===== src/gcm_top.sv =====
// Two-wire port slice: general call, address mask, master Start with collision check.
// Assumes a classic Wishbone master and open-drain SCL/SDA wires resolved outside.
//
// How it works
// - Address 0x00 is the general call and is acknowledged when general call is enabled, whatever own address.
// - An all-zero address with write direction raises an interrupt and leaves the byte in the receive buffer.
// - In 10-bit mode a general call does not set the update-address flag and the next byte is data.
// - With address hold on, SCL is held low after the eighth falling edge until software releases it.
// - A mask bit of zero makes the matching received address bit a don't-care; a one needs an exact match.
// - Reset loads the address mask with all ones.
// - In 7-bit mode the mask covers received address bits seven to one.
// - In 10-bit mode the mask covers bits seven to zero of the low byte and not the high byte.
// - A Start requested while SDA or SCL is low is aborted, flags a bus collision and returns to idle.
// - A Start begins with both lines released; with SDA high the baud rate generator is loaded and counts.
// - SCL low while SDA is still high in the first count is a bus collision.
// - SDA low in the first count reloads the generator and drives SDA low early, with no collision.
// - Otherwise SDA goes low at count end, the generator reloads, SCL low is ignored, then SCL goes low.
package gcm_pkg;
  localparam logic [7:0]  ADR_CTRL    = 8'h00;
  localparam logic [7:0]  ADR_OWN     = 8'h04;
  localparam logic [7:0]  ADR_MASK    = 8'h08;
  localparam logic [7:0]  ADR_RXBUF   = 8'h0C;
  localparam logic [7:0]  ADR_BRG     = 8'h10;
  localparam logic [7:0]  ADR_STATUS  = 8'h14;
  localparam logic [7:0]  ADR_INT_CLR = 8'h18;
  localparam logic [7:0]  ADR_INT_EN  = 8'h1C;
  // Control register bits
  localparam int          CB_GENERAL_CALL_ENABLE  = 0;
  localparam int          CB_ADDRESS_HOLD_ENABLE  = 1;
  localparam int          CB_TEN   = 2;
  localparam int          CB_ACKV  = 3;
  localparam int          CB_START = 4;
  localparam int          CB_REL   = 5;
  localparam int          CB_FREE  = 6;
  // Event bits in status, clear and enable
  localparam int          EV_ADDR  = 0;
  localparam int          EV_GC    = 1;
  localparam int          EV_DATA  = 2;
  localparam int          EV_BCL   = 3;
  localparam int          EV_START = 4;
  localparam int          EV_W     = 5;
  localparam int          ST_UA    = 8;
  localparam int          ST_HOLD  = 9;
  localparam int          ST_BUSY  = 10;
  localparam logic [7:0]  MASK_RST = 8'hFF;
  localparam logic [7:0]  MASK_7B  = 8'hFE;
  localparam logic [7:0]  GC_ADDR  = 8'h00;
  localparam logic [4:0]  TEN_HDR  = 5'h1E;
  localparam logic [7:0]  BRG_RST  = 8'h04;
  localparam logic [3:0]  BIT_LAST = 4'h8;
  localparam logic [3:0]  BIT_ACK  = 4'h9;
  localparam logic [9:0]  OWN_RST  = 10'h000;

  typedef struct packed {
    logic general_call_enable;       // general_call_enable
    logic address_hold_enable;       // address_hold_enable
    logic ten_bit;    // 10-bit addressing
    logic ack_value;  // acknowledge_value, 0 acknowledges
  } gcm_ctrl_type;

  typedef struct packed {
    logic scl_oe;
    logic sda_oe;
    logic lvl;
  } gcm_pin_type;

  typedef enum logic [1:0] {
    SL_IDLE  = 2'b00,
    SL_ADDR  = 2'b01,
    SL_ADDR2 = 2'b10,
    SL_DATA  = 2'b11
  } gcm_sl_type;

  typedef enum logic [1:0] {
    M_IDLE = 2'b00,
    M_CNT1 = 2'b01,
    M_CNT2 = 2'b10,
    M_HELD = 2'b11
  } gcm_m_type;

  // Address compare where a zero mask bit is a don't-care
  function automatic logic gcm_masked_eq(input logic [7:0] a, input logic [7:0] b, input logic [7:0] m);
    gcm_masked_eq = (((a ^ b) & m) == 8'h00);
  endfunction
endpackage

module gcm_top import gcm_pkg::*; (
  input  wire logic        clk_i,      // 10 MHz system clock
  input  wire logic        rst_i,      // Synchronous reset, active high
  input  wire logic        wb_cyc_i,   // Wishbone cycle
  input  wire logic        wb_stb_i,   // Wishbone strobe
  input  wire logic        wb_we_i,    // Wishbone write enable
  input  wire logic [7:0]  wb_adr_i,   // Byte address
  input  wire logic [3:0]  wb_sel_i,   // Byte lane selects
  input  wire logic [31:0] wb_dat_i,   // Write data
  output logic      [31:0] wb_dat_o,   // Read data
  output logic             wb_ack_o,   // Wishbone acknowledge
  output logic             irq_o,      // Level interrupt
  input  wire logic        scl_i,      // SCL wire level
  output logic             scl_o,      // SCL drive level, always low
  output logic             scl_oe_o,   // SCL pulled low when high
  input  wire logic        sda_i,      // SDA wire level
  output logic             sda_o,      // SDA drive level, always low
  output logic             sda_oe_o    // SDA pulled low when high
);
  logic [1:0]   pin_s;
  logic         scl_s, sda_s, scl_d, sda_d;
  logic         scl_rise, scl_fall, start_det, stop_det;
  // Register file state
  gcm_ctrl_type ctrl_reg, ctrl_next;
  logic [9:0]   own_reg, own_next;
  logic [7:0]   mask_reg, mask_next;
  logic [7:0]   brg_reg, brg_next;
  logic [EV_W-1:0] sts_reg, sts_next, en_reg, en_next, evt;
  logic         ua_reg, ua_next;
  logic         ack_reg, ack_next, irq_reg, irq_next;
  logic [31:0]  rdat_reg, rdat_next;
  logic         wr_en, start_pulse, rel_pulse, free_pulse;
  // Slave state
  gcm_sl_type   sl_state, sl_state_n;
  logic [3:0]   sl_cnt, sl_cnt_n;
  logic [7:0]   sl_shift, sl_shift_n, rxbuf_reg, rxbuf_next;
  logic         sl_ack, sl_ack_n, sl_hold, sl_hold_n, sl_match;
  logic         gc_evt, addr_evt, data_evt, ua_set;
  // Master state
  gcm_m_type    m_state, m_state_n;
  logic [7:0]   brg_cnt, brg_cnt_n;
  logic         m_sda_low, m_sda_low_n, m_scl_low, m_scl_low_n;
  logic         bcl_evt, start_evt;
  gcm_pin_type  pin_reg, pin_next;

  gcm_sync2 u_sync (
    .clk_i (clk_i),
    .rst_i (rst_i),
    .pin_i ({scl_i, sda_i}),
    .pin_o (pin_s)
  );

  // Bus edges from synchronised levels
  assign scl_s     = pin_s[1];
  assign sda_s     = pin_s[0];
  assign scl_rise  = scl_s & ~scl_d;
  assign scl_fall  = ~scl_s & scl_d;
  assign start_det = scl_s & scl_d & ~sda_s & sda_d;
  assign stop_det  = scl_s & scl_d & sda_s & ~sda_d;

  // Register file; writes commit on the edge that raises ack
  always_comb begin
    wr_en       = wb_cyc_i & wb_stb_i & wb_we_i & ~ack_reg & wb_sel_i[0];
    ack_next    = wb_cyc_i & wb_stb_i & ~ack_reg;
    ctrl_next   = ctrl_reg;
    own_next    = own_reg;
    mask_next   = mask_reg;
    brg_next    = brg_reg;
    en_next     = en_reg;
    start_pulse = wr_en && wb_adr_i == ADR_CTRL && wb_dat_i[CB_START];
    rel_pulse   = wr_en && wb_adr_i == ADR_CTRL && wb_dat_i[CB_REL];
    free_pulse  = wr_en && wb_adr_i == ADR_CTRL && wb_dat_i[CB_FREE];
    if (wr_en) begin
      case (wb_adr_i)
        ADR_CTRL: begin
          ctrl_next = '{general_call_enable: wb_dat_i[CB_GENERAL_CALL_ENABLE], address_hold_enable: wb_dat_i[CB_ADDRESS_HOLD_ENABLE],
                        ten_bit: wb_dat_i[CB_TEN], ack_value: wb_dat_i[CB_ACKV]};
        end
        ADR_OWN: begin
          own_next[7:0] = wb_dat_i[7:0];
          if (wb_sel_i[1]) begin
            own_next[9:8] = wb_dat_i[9:8];
          end
        end
        ADR_MASK:   mask_next = wb_dat_i[7:0];
        ADR_BRG:    brg_next  = wb_dat_i[7:0];
        ADR_INT_EN: en_next   = wb_dat_i[EV_W-1:0];
        default: begin
        end
      endcase
    end
    evt = '0;
    evt[EV_ADDR]  = addr_evt;
    evt[EV_GC]    = gc_evt;
    evt[EV_DATA]  = data_evt;
    evt[EV_BCL]   = bcl_evt;
    evt[EV_START] = start_evt;
    // A new event wins over a clear in the same cycle
    sts_next = evt | sts_reg;
    if (wr_en && wb_adr_i == ADR_INT_CLR) begin
      sts_next = evt | (sts_reg & ~wb_dat_i[EV_W-1:0]);
    end
    ua_next  = ua_set | (ua_reg & ~(wr_en && wb_adr_i == ADR_OWN));
    irq_next = |(sts_reg & en_reg);
    rdat_next = 32'h0000_0000;
    case (wb_adr_i)
      ADR_CTRL: begin
        rdat_next[CB_GENERAL_CALL_ENABLE] = ctrl_reg.general_call_enable;
        rdat_next[CB_ADDRESS_HOLD_ENABLE] = ctrl_reg.address_hold_enable;
        rdat_next[CB_TEN]  = ctrl_reg.ten_bit;
        rdat_next[CB_ACKV] = ctrl_reg.ack_value;
      end
      ADR_OWN:    rdat_next[9:0] = own_reg;
      ADR_MASK:   rdat_next[7:0] = mask_reg;
      ADR_RXBUF:  rdat_next[7:0] = rxbuf_reg;
      ADR_BRG:    rdat_next[7:0] = brg_reg;
      ADR_INT_EN: rdat_next[EV_W-1:0] = en_reg;
      ADR_STATUS: begin
        rdat_next[EV_W-1:0] = sts_reg;
        rdat_next[ST_UA]    = ua_reg;
        rdat_next[ST_HOLD]  = sl_hold;
        rdat_next[ST_BUSY]  = (m_state != M_IDLE);
      end
      default: rdat_next = 32'h0000_0000;
    endcase
  end

  always_ff @(posedge clk_i) begin
    if (rst_i) begin
      ctrl_reg <= '0;
      own_reg  <= OWN_RST;
      mask_reg <= MASK_RST;
      brg_reg  <= BRG_RST;
      en_reg   <= '0;
      sts_reg  <= '0;
      ua_reg   <= 1'b0;
      ack_reg  <= 1'b0;
      irq_reg  <= 1'b0;
      rdat_reg <= 32'h0000_0000;
    end else begin
      ctrl_reg <= ctrl_next;
      own_reg  <= own_next;
      mask_reg <= mask_next;
      brg_reg  <= brg_next;
      en_reg   <= en_next;
      sts_reg  <= sts_next;
      ua_reg   <= ua_next;
      ack_reg  <= ack_next;
      irq_reg  <= irq_next;
      rdat_reg <= rdat_next;
    end
  end

  // Slave receiver: address compare, general call, clock hold, acknowledge
  always_comb begin
    sl_state_n = sl_state;
    sl_cnt_n   = sl_cnt;
    sl_shift_n = sl_shift;
    sl_ack_n   = sl_ack;
    sl_hold_n  = sl_hold;
    rxbuf_next = rxbuf_reg;
    sl_match   = 1'b0;
    gc_evt     = 1'b0;
    addr_evt   = 1'b0;
    data_evt   = 1'b0;
    ua_set     = 1'b0;
    if (start_det) begin
      sl_state_n = SL_ADDR;
      sl_cnt_n   = '0;
      sl_ack_n   = 1'b0;
      sl_hold_n  = 1'b0;
    end else if (stop_det) begin
      sl_state_n = SL_IDLE;
      sl_cnt_n   = '0;
      sl_ack_n   = 1'b0;
      sl_hold_n  = 1'b0;
    end else if (sl_state != SL_IDLE) begin
      if (sl_hold) begin
        // Software chose the acknowledge while the clock was stretched
        if (rel_pulse) begin
          sl_hold_n = 1'b0;
          sl_ack_n  = ~ctrl_reg.ack_value;
        end
      end else if (scl_rise && sl_cnt < BIT_LAST) begin
        sl_shift_n = {sl_shift[6:0], sda_s};
        sl_cnt_n   = sl_cnt + 4'h1;
      end else if (scl_fall && sl_cnt == BIT_LAST) begin
        case (sl_state)
          SL_ADDR: begin
            if (ctrl_reg.general_call_enable && sl_shift == GC_ADDR) begin
              sl_match   = 1'b1;
              gc_evt     = 1'b1;
              sl_state_n = SL_DATA;
            end else if (ctrl_reg.ten_bit) begin
              // High byte is compared exactly, mask not applied
              sl_match   = (sl_shift[7:1] == {TEN_HDR, own_reg[9:8]});
              sl_state_n = SL_ADDR2;
            end else begin
              sl_match   = gcm_masked_eq(sl_shift, own_reg[7:0], mask_reg & MASK_7B);
              sl_state_n = SL_DATA;
            end
          end
          SL_ADDR2: begin
            sl_match   = gcm_masked_eq(sl_shift, own_reg[7:0], mask_reg);
            ua_set     = sl_match;
            sl_state_n = SL_DATA;
          end
          SL_DATA: begin
            sl_match = 1'b1;
            data_evt = 1'b1;
          end
          default: sl_match = 1'b0;
        endcase
        if (sl_match) begin
          addr_evt   = (sl_state != SL_DATA);
          rxbuf_next = sl_shift;
          sl_cnt_n   = BIT_ACK;
          if (sl_state != SL_DATA && ctrl_reg.address_hold_enable) begin
            sl_hold_n = 1'b1;
          end else begin
            sl_ack_n = (sl_state != SL_DATA) | ~ctrl_reg.ack_value;
          end
        end else begin
          sl_state_n = SL_IDLE;
          sl_cnt_n   = '0;
        end
      end else if (scl_fall && sl_cnt == BIT_ACK) begin
        sl_ack_n = 1'b0;
        sl_cnt_n = '0;
      end
    end
  end

  always_ff @(posedge clk_i) begin
    if (rst_i) begin
      sl_state  <= SL_IDLE;
      sl_cnt    <= '0;
      sl_shift  <= 8'h00;
      sl_ack    <= 1'b0;
      sl_hold   <= 1'b0;
      rxbuf_reg <= 8'h00;
      scl_d     <= 1'b1;
      sda_d     <= 1'b1;
    end else begin
      sl_state  <= sl_state_n;
      sl_cnt    <= sl_cnt_n;
      sl_shift  <= sl_shift_n;
      sl_ack    <= sl_ack_n;
      sl_hold   <= sl_hold_n;
      rxbuf_reg <= rxbuf_next;
      scl_d     <= scl_s;
      sda_d     <= sda_s;
    end
  end

  // Master Start generator; collision only before SDA is driven low
  always_comb begin
    m_state_n   = m_state;
    brg_cnt_n   = brg_cnt;
    m_sda_low_n = m_sda_low;
    m_scl_low_n = m_scl_low;
    bcl_evt     = 1'b0;
    start_evt   = 1'b0;
    case (m_state)
      M_IDLE: begin
        if (start_pulse) begin
          if (!scl_s || !sda_s) begin
            bcl_evt = 1'b1;
          end else begin
            brg_cnt_n = brg_reg;
            m_state_n = M_CNT1;
          end
        end
      end
      M_CNT1: begin
        if (!sda_s) begin
          brg_cnt_n   = brg_reg;
          m_sda_low_n = 1'b1;
          m_state_n   = M_CNT2;
        end else if (!scl_s) begin
          bcl_evt   = 1'b1;
          m_state_n = M_IDLE;
        end else if (brg_cnt == 8'h00) begin
          m_sda_low_n = 1'b1;
          brg_cnt_n   = brg_reg;
          m_state_n   = M_CNT2;
        end else begin
          brg_cnt_n = brg_cnt - 8'h01;
        end
      end
      M_CNT2: begin
        // SCL low here is another master's Start; not a collision
        if (brg_cnt == 8'h00) begin
          m_scl_low_n = 1'b1;
          start_evt   = 1'b1;
          m_state_n   = M_HELD;
        end else begin
          brg_cnt_n = brg_cnt - 8'h01;
        end
      end
      M_HELD: begin
        // Bus owned; arbitration on the address is left to the shifter
        if (free_pulse) begin
          m_sda_low_n = 1'b0;
          m_scl_low_n = 1'b0;
          m_state_n   = M_IDLE;
        end
      end
      default: m_state_n = M_IDLE;
    endcase
    pin_next.scl_oe = sl_hold | m_scl_low;
    pin_next.sda_oe = sl_ack | m_sda_low;
    pin_next.lvl    = 1'b0;
  end

  always_ff @(posedge clk_i) begin
    if (rst_i) begin
      m_state   <= M_IDLE;
      brg_cnt   <= 8'h00;
      m_sda_low <= 1'b0;
      m_scl_low <= 1'b0;
      pin_reg   <= '0;
    end else begin
      m_state   <= m_state_n;
      brg_cnt   <= brg_cnt_n;
      m_sda_low <= m_sda_low_n;
      m_scl_low <= m_scl_low_n;
      pin_reg   <= pin_next;
    end
  end

  // Outputs come straight from flops
  assign wb_dat_o = rdat_reg;
  assign wb_ack_o = ack_reg;
  assign irq_o    = irq_reg;
  assign scl_o    = pin_reg.lvl;
  assign sda_o    = pin_reg.lvl;
  assign scl_oe_o = pin_reg.scl_oe;
  assign sda_oe_o = pin_reg.sda_oe;

  chk_mask_reset: assert property (@(posedge clk_i) rst_i |=> mask_reg == MASK_RST)
    else $error("mask not all ones after reset");
  chk_gc_ack_buf: assert property (@(posedge clk_i) disable iff (rst_i)
    gc_evt |=> (sl_ack || sl_hold) && rxbuf_reg == GC_ADDR && sts_reg[EV_GC])
    else $error("general call not acknowledged or not buffered");
  chk_gc_no_ua: assert property (@(posedge clk_i) disable iff (rst_i)
    gc_evt |=> sl_state == SL_DATA && !$rose(ua_reg))
    else $error("general call went to update address");
  chk_hold_scl: assert property (@(posedge clk_i) disable iff (rst_i)
    sl_hold && !start_det && !stop_det && !rel_pulse |=> sl_hold ##1 pin_reg.scl_oe)
    else $error("clock hold dropped without release");
  chk_start_abort: assert property (@(posedge clk_i) disable iff (rst_i)
    (m_state == M_IDLE && start_pulse && !(scl_s && sda_s)) |=> m_state == M_IDLE && sts_reg[EV_BCL])
    else $error("start on busy bus not aborted");
  chk_scl_coll: assert property (@(posedge clk_i) disable iff (rst_i)
    (m_state == M_CNT1 && sda_s && !scl_s) |=> m_state == M_IDLE && !m_sda_low && sts_reg[EV_BCL])
    else $error("scl low in first count not a collision");
  chk_early_sda: assert property (@(posedge clk_i) disable iff (rst_i)
    (m_state == M_CNT1 && !sda_s) |-> !bcl_evt ##1 (m_state == M_CNT2 && m_sda_low && brg_cnt == brg_reg))
    else $error("early sda not taken");
  chk_cnt2_scl: assert property (@(posedge clk_i) disable iff (rst_i)
    (m_state == M_CNT2 && brg_cnt == 8'h00) |-> !bcl_evt ##1 m_scl_low ##1 pin_reg.scl_oe)
    else $error("scl not driven low at second count end");
endmodule


===== src/gcm_sync2.sv =====
// Two-flop synchroniser for the bus pins SCL and SDA.
// Assumes the pins are asynchronous to clk_i; the output is only read as a level.
module gcm_sync2 (
  input  wire logic       clk_i,   // System clock
  input  wire logic       rst_i,   // Synchronous reset, active high
  input  wire logic [1:0] pin_i,   // Raw pin levels {scl, sda}
  output logic      [1:0] pin_o    // Synchronised levels
);
  logic [1:0] meta_reg;
  logic [1:0] sync_reg;
  logic [1:0] meta_next;
  logic [1:0] sync_next;

  // First stage feeds only the second stage
  always_comb begin
    meta_next = pin_i;
    sync_next = meta_reg;
  end

  // Idle bus level is high, so reset both stages to ones
  always_ff @(posedge clk_i) begin
    if (rst_i) begin
      meta_reg <= 2'h3;
      sync_reg <= 2'h3;
    end else begin
      meta_reg <= meta_next;
      sync_reg <= sync_next;
    end
  end

  assign pin_o = sync_reg;
endmodule


===== config.mk =====
export PLATFORM = sky130hd
export DESIGN_NAME = gcm_top
export DESIGN_NICKNAME = d
export VERILOG_FILES = /design/src/gcm_top.sv /design/src/gcm_sync2.sv
export SDC_FILE = /design/constraint.sdc
export NUM_CORES = 1
export LEC_CHECK = 0
export BUFFER_PORTS_ARGS = -buffer_cell sky130_fd_sc_hd__buf_2
export CAP_MARGIN = 20
export CORE_ASPECT_RATIO = 0.5
export CORE_MARGIN = 4
export CORE_UTILIZATION = 41
export CTS_BUF_LIST = sky130_fd_sc_hd__clkbuf_8 sky130_fd_sc_hd__clkbuf_16
export CTS_CLUSTER_SIZE = 30
export DETAILED_ROUTE_END_ITERATION = 10
export GPL_TIMING_DRIVEN = 0
export PLACE_DENSITY_LB_ADDON = 0.1
export SYNTH_ARGS = -nofsm -noshare
export SYNTH_HDL_FRONTEND = slang
export SYNTH_SLANG_ARGS = --single-unit

===== constraint.sdc =====
create_clock -name clk_i -period 2.9 [get_ports clk_i]
set_input_delay 0.58 -clock clk_i [delete_from_list [all_inputs] [get_ports clk_i]]
set_output_delay 0.58 -clock clk_i [all_outputs]
set_load 0.01 [all_outputs]

# Word-level counts from Yosys, hierarchy flattened
# Cells that the tools add are included.
# classes
add_sub_neg,2
order_cmp,1
eq_ne,33
n_mux,98
n_bitwise,37
reduce_logical,48
# op_table
cell,n
1-bit two-way mux,68
8-bit two-way mux,6
8-bit logical NOT,5
"8-bit by 5-bit equality test with 1-bit output, second input constant",4
4-bit one-hot mux with 7 select lines,1
5-bit AND reduction,5
8-bit one-hot mux with 3 select lines,1
8-bit bitwise AND,2
"8-bit by 4-bit equality test with 1-bit output, second input constant",2
2-bit two-way mux,8
4-bit two-way mux,4
"2-bit inequality test, second input constant",8
3-bit nonzero test,5
1-bit bitwise AND,13
"3-bit inequality test, second input constant",4
1-bit NOT,12
3-bit one-hot mux with 4 select lines,1
1-bit logical AND,11
5-bit bitwise AND,2
5-bit bitwise OR,2
2-bit AND reduction,5
3-bit AND reduction,3
"2-bit equality test, second input constant",4
"4-bit equality test, second input constant",2
other kinds (29),41
# totals
register_bits,120
input_bits,51

# Logic depth before layout (Yosys ltp)
# logic_depth
ltp_word,21
mapped_depth,9

# Modules after synthesis
# From an unflattened synthesis, not the netlist that was laid out.
# hier_totals
hier_cells,566
area_unflattened_um2,4833.4
# by_module_without_submodules
mod,instances,cells_each,area_each_um2,seq_area_each_um2
gcm_top,1,558,4728.3,1881.8
gcm_sync2,1,8,105.1,80.1

# Worst setup path after synthesis
# No wires, ideal clock.
# synth_timing
path_type,in2reg
from,in wb_adr_i[2]
to,reg brg_cnt[7]
setup_ns,0.079
arrival_ns,2.016
t_required_ns,2.821
path_slack_ns,0.805
path_stages,7
cell_sequence,or3_1 -> buf_2 -> o41ai_4 -> and3_2 -> buf_6 -> nor2_1 -> a211oi_2
# synth_via
elab_chain_len,5
# synth_rtl
item,line,rtl
from (decl),gcm_top.sv:93,"input wire logic [7:0] wb_adr_i,"
8-bit logical NOT,gcm_top.sv:156,start_pulse = wr_en && wb_adr_i == ADR_CTRL && wb_dat_i[CB_START];
1-bit logical AND (2 in a row),gcm_top.sv:156,
2-bit inequality test (no source line),--,
5-bit AND reduction (no source line),--,
to (signal assigned),gcm_top.sv:411,brg_cnt <= brg_cnt_n;
to (decl),gcm_top.sv:127,"logic [7:0] brg_cnt, brg_cnt_n;"
# Every way passes these cells.
# A chain may end at the register's enable or synchronous reset.

# Worst setup path in the final report
# layout_timing
from,in wb_adr_i[3]
to,reg rdat_reg[8] (netlist: wb_dat_o[8])
# layout_via
elab_chain_len,2
word_cells_on_any_way,3
classes_between,2 x eq/ne; 1 x mux
# layout_rtl
item,line,rtl
8-bit by 5-bit equality test with 1-bit output or 8-bit by 3-bit equality test with 1-bit output (tied branches),gcm_top.sv:192,case (wb_adr_i)
2-bit one-hot mux with 2 select lines *,gcm_top.sv:192,
to (signal assigned),gcm_top.sv:236,rdat_reg <= rdat_next;
to (decl),gcm_top.sv:117,"logic [31:0] rdat_reg, rdat_next;"
# Mark *: on every way between the ends. The rest lies on a longest branch, timed or not.

==> flow_summary_export.csv <==
group,metric,value,unit
grt,antenna_found_initial,0,
die,num_rows,27,
sta,tightest_slew,890,ps
cts,clock_sinks,98,
drt,first_iter_violations,426,
power_and_ir_drop,switching_share,0.250,
logic_synthesis,synth_edf_count,0,
sta,finClkSkew,11.5,ps
worst_setup_path,regToRegStartpoint,"sl_shift[2]",
placed_design,dp_hpwl,11.0,mm
drt,via_per_inst,5.39,
worst_setup_path,worst_ep_required_time,3180,ps
sta,slew_headroom,0.402,
logic_synthesis,synth-seq-cells,98,
grt,overflow,0,
die,die_w,161,µm
sta,tns,0,ps
cts,clk_pin_slew_worst_paths,70,ps
sta,rsz0062_at_grt,"no",
worst_setup_path,cp_max_fo,10,
cts,cts_root_buffer,"clkbuf_16",
final_layout,antenna_cells,0,
die,die_area,0.0136,mm²
final_layout,drive_gt1_frac,0.163,
die,die_y,84.5,µm
worst_setup_path,setup.worst_path.start,"wb_adr_i[3]",
power_and_ir_drop,p_seq_frac,0.509,
placed_design,place.gp.congestion,0.941,
final_layout,fin_nets,718,
logic_synthesis,synthArstFlopShare,0,
logic_synthesis,synthesis.area,0.00480,mm²
cts,cts_tree,"built",
worst_setup_path,regToRegSetupSlack,460,ps
final_layout,layout-area-overhead-vs-synth,15.9,%
power_and_ir_drop,power-per-cell-area,479,mW/mm²
sta,slew_violations,0,
worst_setup_path,cp.arrival,2740,ps
sta,clock.fmax,407,MHz
die,io_pins,89,
drt,postRouteAntennaNets,0,
final_layout,final_common_cell,"dfxtp_1",
power_and_ir_drop,switchingPower,667,µW
grt,first_global_vias,4142,
final_layout,final_cell_mix,"98 x dfxtp_1, 87 x nand2_1, 59 x a21oi_1, 59 x nor2_1, 43 x buf_2",
logic_synthesis,synth.distinct_cells,67,
die,core_area,0.0112,mm²
logic_synthesis,yosysWarnings,0,
run,maxCapViolations,0,
sta,period_share,0.847,
power_and_ir_drop,comb_power_share,0.066,
cts,cts_buffers,9,
cts,post_cts_buffers,0,
worst_setup_path,worstSetupStartpointType,"input port",
drt,routed-via-count,4438,
drt,routedWlPerCell,17.7,µm
drt,drc,0,
power_and_ir_drop,finalPower,2670,µW
power_and_ir_drop,power_leakage,0.00216,µW
min_path,hold_start,"u_sync.meta_reg[1]",
grt,track_usage,0.212,
sta,setup_viol,0,
cts,h-tree-depth,3,
cts,postCtsHoldBufs,0,
cts,cts_max_path_buffers,2,
drt,wl,14.6,mm
logic_synthesis,yosysSeqAreaShare,0.408,
worst_setup_path,path_class,"in -> reg",
placed_design,portBuffers,41,
logic_synthesis,syn_avg_cell_area,8.21,µm²
logic_synthesis,synthCells,585,
drt,drt_first_pass_iters,7,
sta,finalHoldViolCount,0,
grt,grt_pass1_wl,22.7,mm
cts,clock_latency,350,ps
power_and_ir_drop,p_int,2000,µW
cts,ctsResizeCount,0,
power_and_ir_drop,clkPwrFrac,0.425,
power_and_ir_drop,ir_worst_vdd,0.296,mV
logic_synthesis,synthFlopType,"dfxtp_1",
outcome,status,"completed",
min_path,hp-class,"reg -> reg",
die,initial_core_util,0.428,
sta,period_minus_slack,2460,ps
worst_setup_path,end_kind,"flop",
grt,grt_max_degree,18,
final_layout,largest_register_ffs,11,
Yosys cell counts, drive strengths merged (4+ instances only):
cell type / instances / area (µm²)
o211ai: 4 / 30.0
dfxtp: 98 / 1960
a21oi: 60 / 312
a31oi: 7 / 43.8
nor4: 5 / 31.3
nor3: 12 / 70.1
buf: 29 / 213
inv: 12 / 45.0
nor2: 59 / 221
clkbuf: 15 / 56.3
and2: 11 / 71.3
nand2b: 6 / 37.5
o21ai: 17 / 85.1
a22o: 4 / 35.0
or2: 9 / 56.3
ha: 8 / 100
xnor2: 4 / 35.0
nand3: 36 / 180
nand2: 87 / 327
mux2i: 16 / 160
xor2: 9 / 78.8
a22oi: 23 / 173
a222oi: 4 / 40.0
a211oi: 4 / 40.0
and3: 6 / 40.0
power groups by stage:
stage          Clock, µW  Sequential [µW]  Combinational, µW
2_1_floorplan          0             1390                107
3_3_place_gp           0             1390                172
3_5_place_dp           0             1390                172
4_1_cts             1160             1360                173
5_1_grt             1210             1360                192
6_report            1130             1360                177
metrics by stage:
step	std cells	hold slack, ps	util	setup WS (ps)	cell area [µm²]
finish	823	413	0.497	444	5570
global route	823	412	0.497	331	5570
CTS	823	406	0.497	464	5570
detailed placement	807	397	0.472	184	5290
global placement	807	392	0.472	187	5290
floorplan	607	389	-	805	4890
final timing paths:
kind,cells after the start,end
worst max-delay path,7,wb_dat_o[8]
worst min-delay path,1,u_sync.pin_o[1]
worst max register to register,7,rxbuf_reg[7]
worst min register to register,1,u_sync.pin_o[1]
cells by family after synthesis:
family | count (synthesis) | share of synthesized area
AND/OR/NAND/NOR | 247 | 0.244
XOR/XNOR | 13 | 0.0237
multiplexers | 16 | 0.0333
AO/OA/AOI/OAI | 146 | 0.204
adder cells (fa/ha/maj) | 8 | 0.0208
flip-flops | 98 | 0.408
buffers and inverters | 56 | 0.0654
other | 1 | 0.000781
per-layer routing:
| metal | up-vias | share of wire | GRT usage |
|---|---|---|---|
| li1 | 2184 | - | - |
| met1 | 2066 | 0.49 | 0.304 |
| met2 | 169 | 0.42 | 0.316 |
| met3 | 19 | 0.075 | 0.0554 |
| met4 | 0 | 0.014 | 0.0573 |
| met5 | - | 0 | 0 |
critical path: stages:
cell and delay (ps):
buf_2 140, nor3_2 280, nand2_1 280, nor2_1 600, clkbuf_1 550, a22oi_1 200, nor2_1 120
final cells by class:
type	instances	area, µm²
Fill cell	1133	5650
Multi-Input combinational cell	453	2610
Sequential cell	98	1960
Buffer	44	269
Clock buffer	9	225
Timing Repair Buffer	41	205
Tap cell	159	199
Clock inverter	7	53.8
Inverter	12	45.0
No activity file was read; power rests on OpenSTA's default activity.
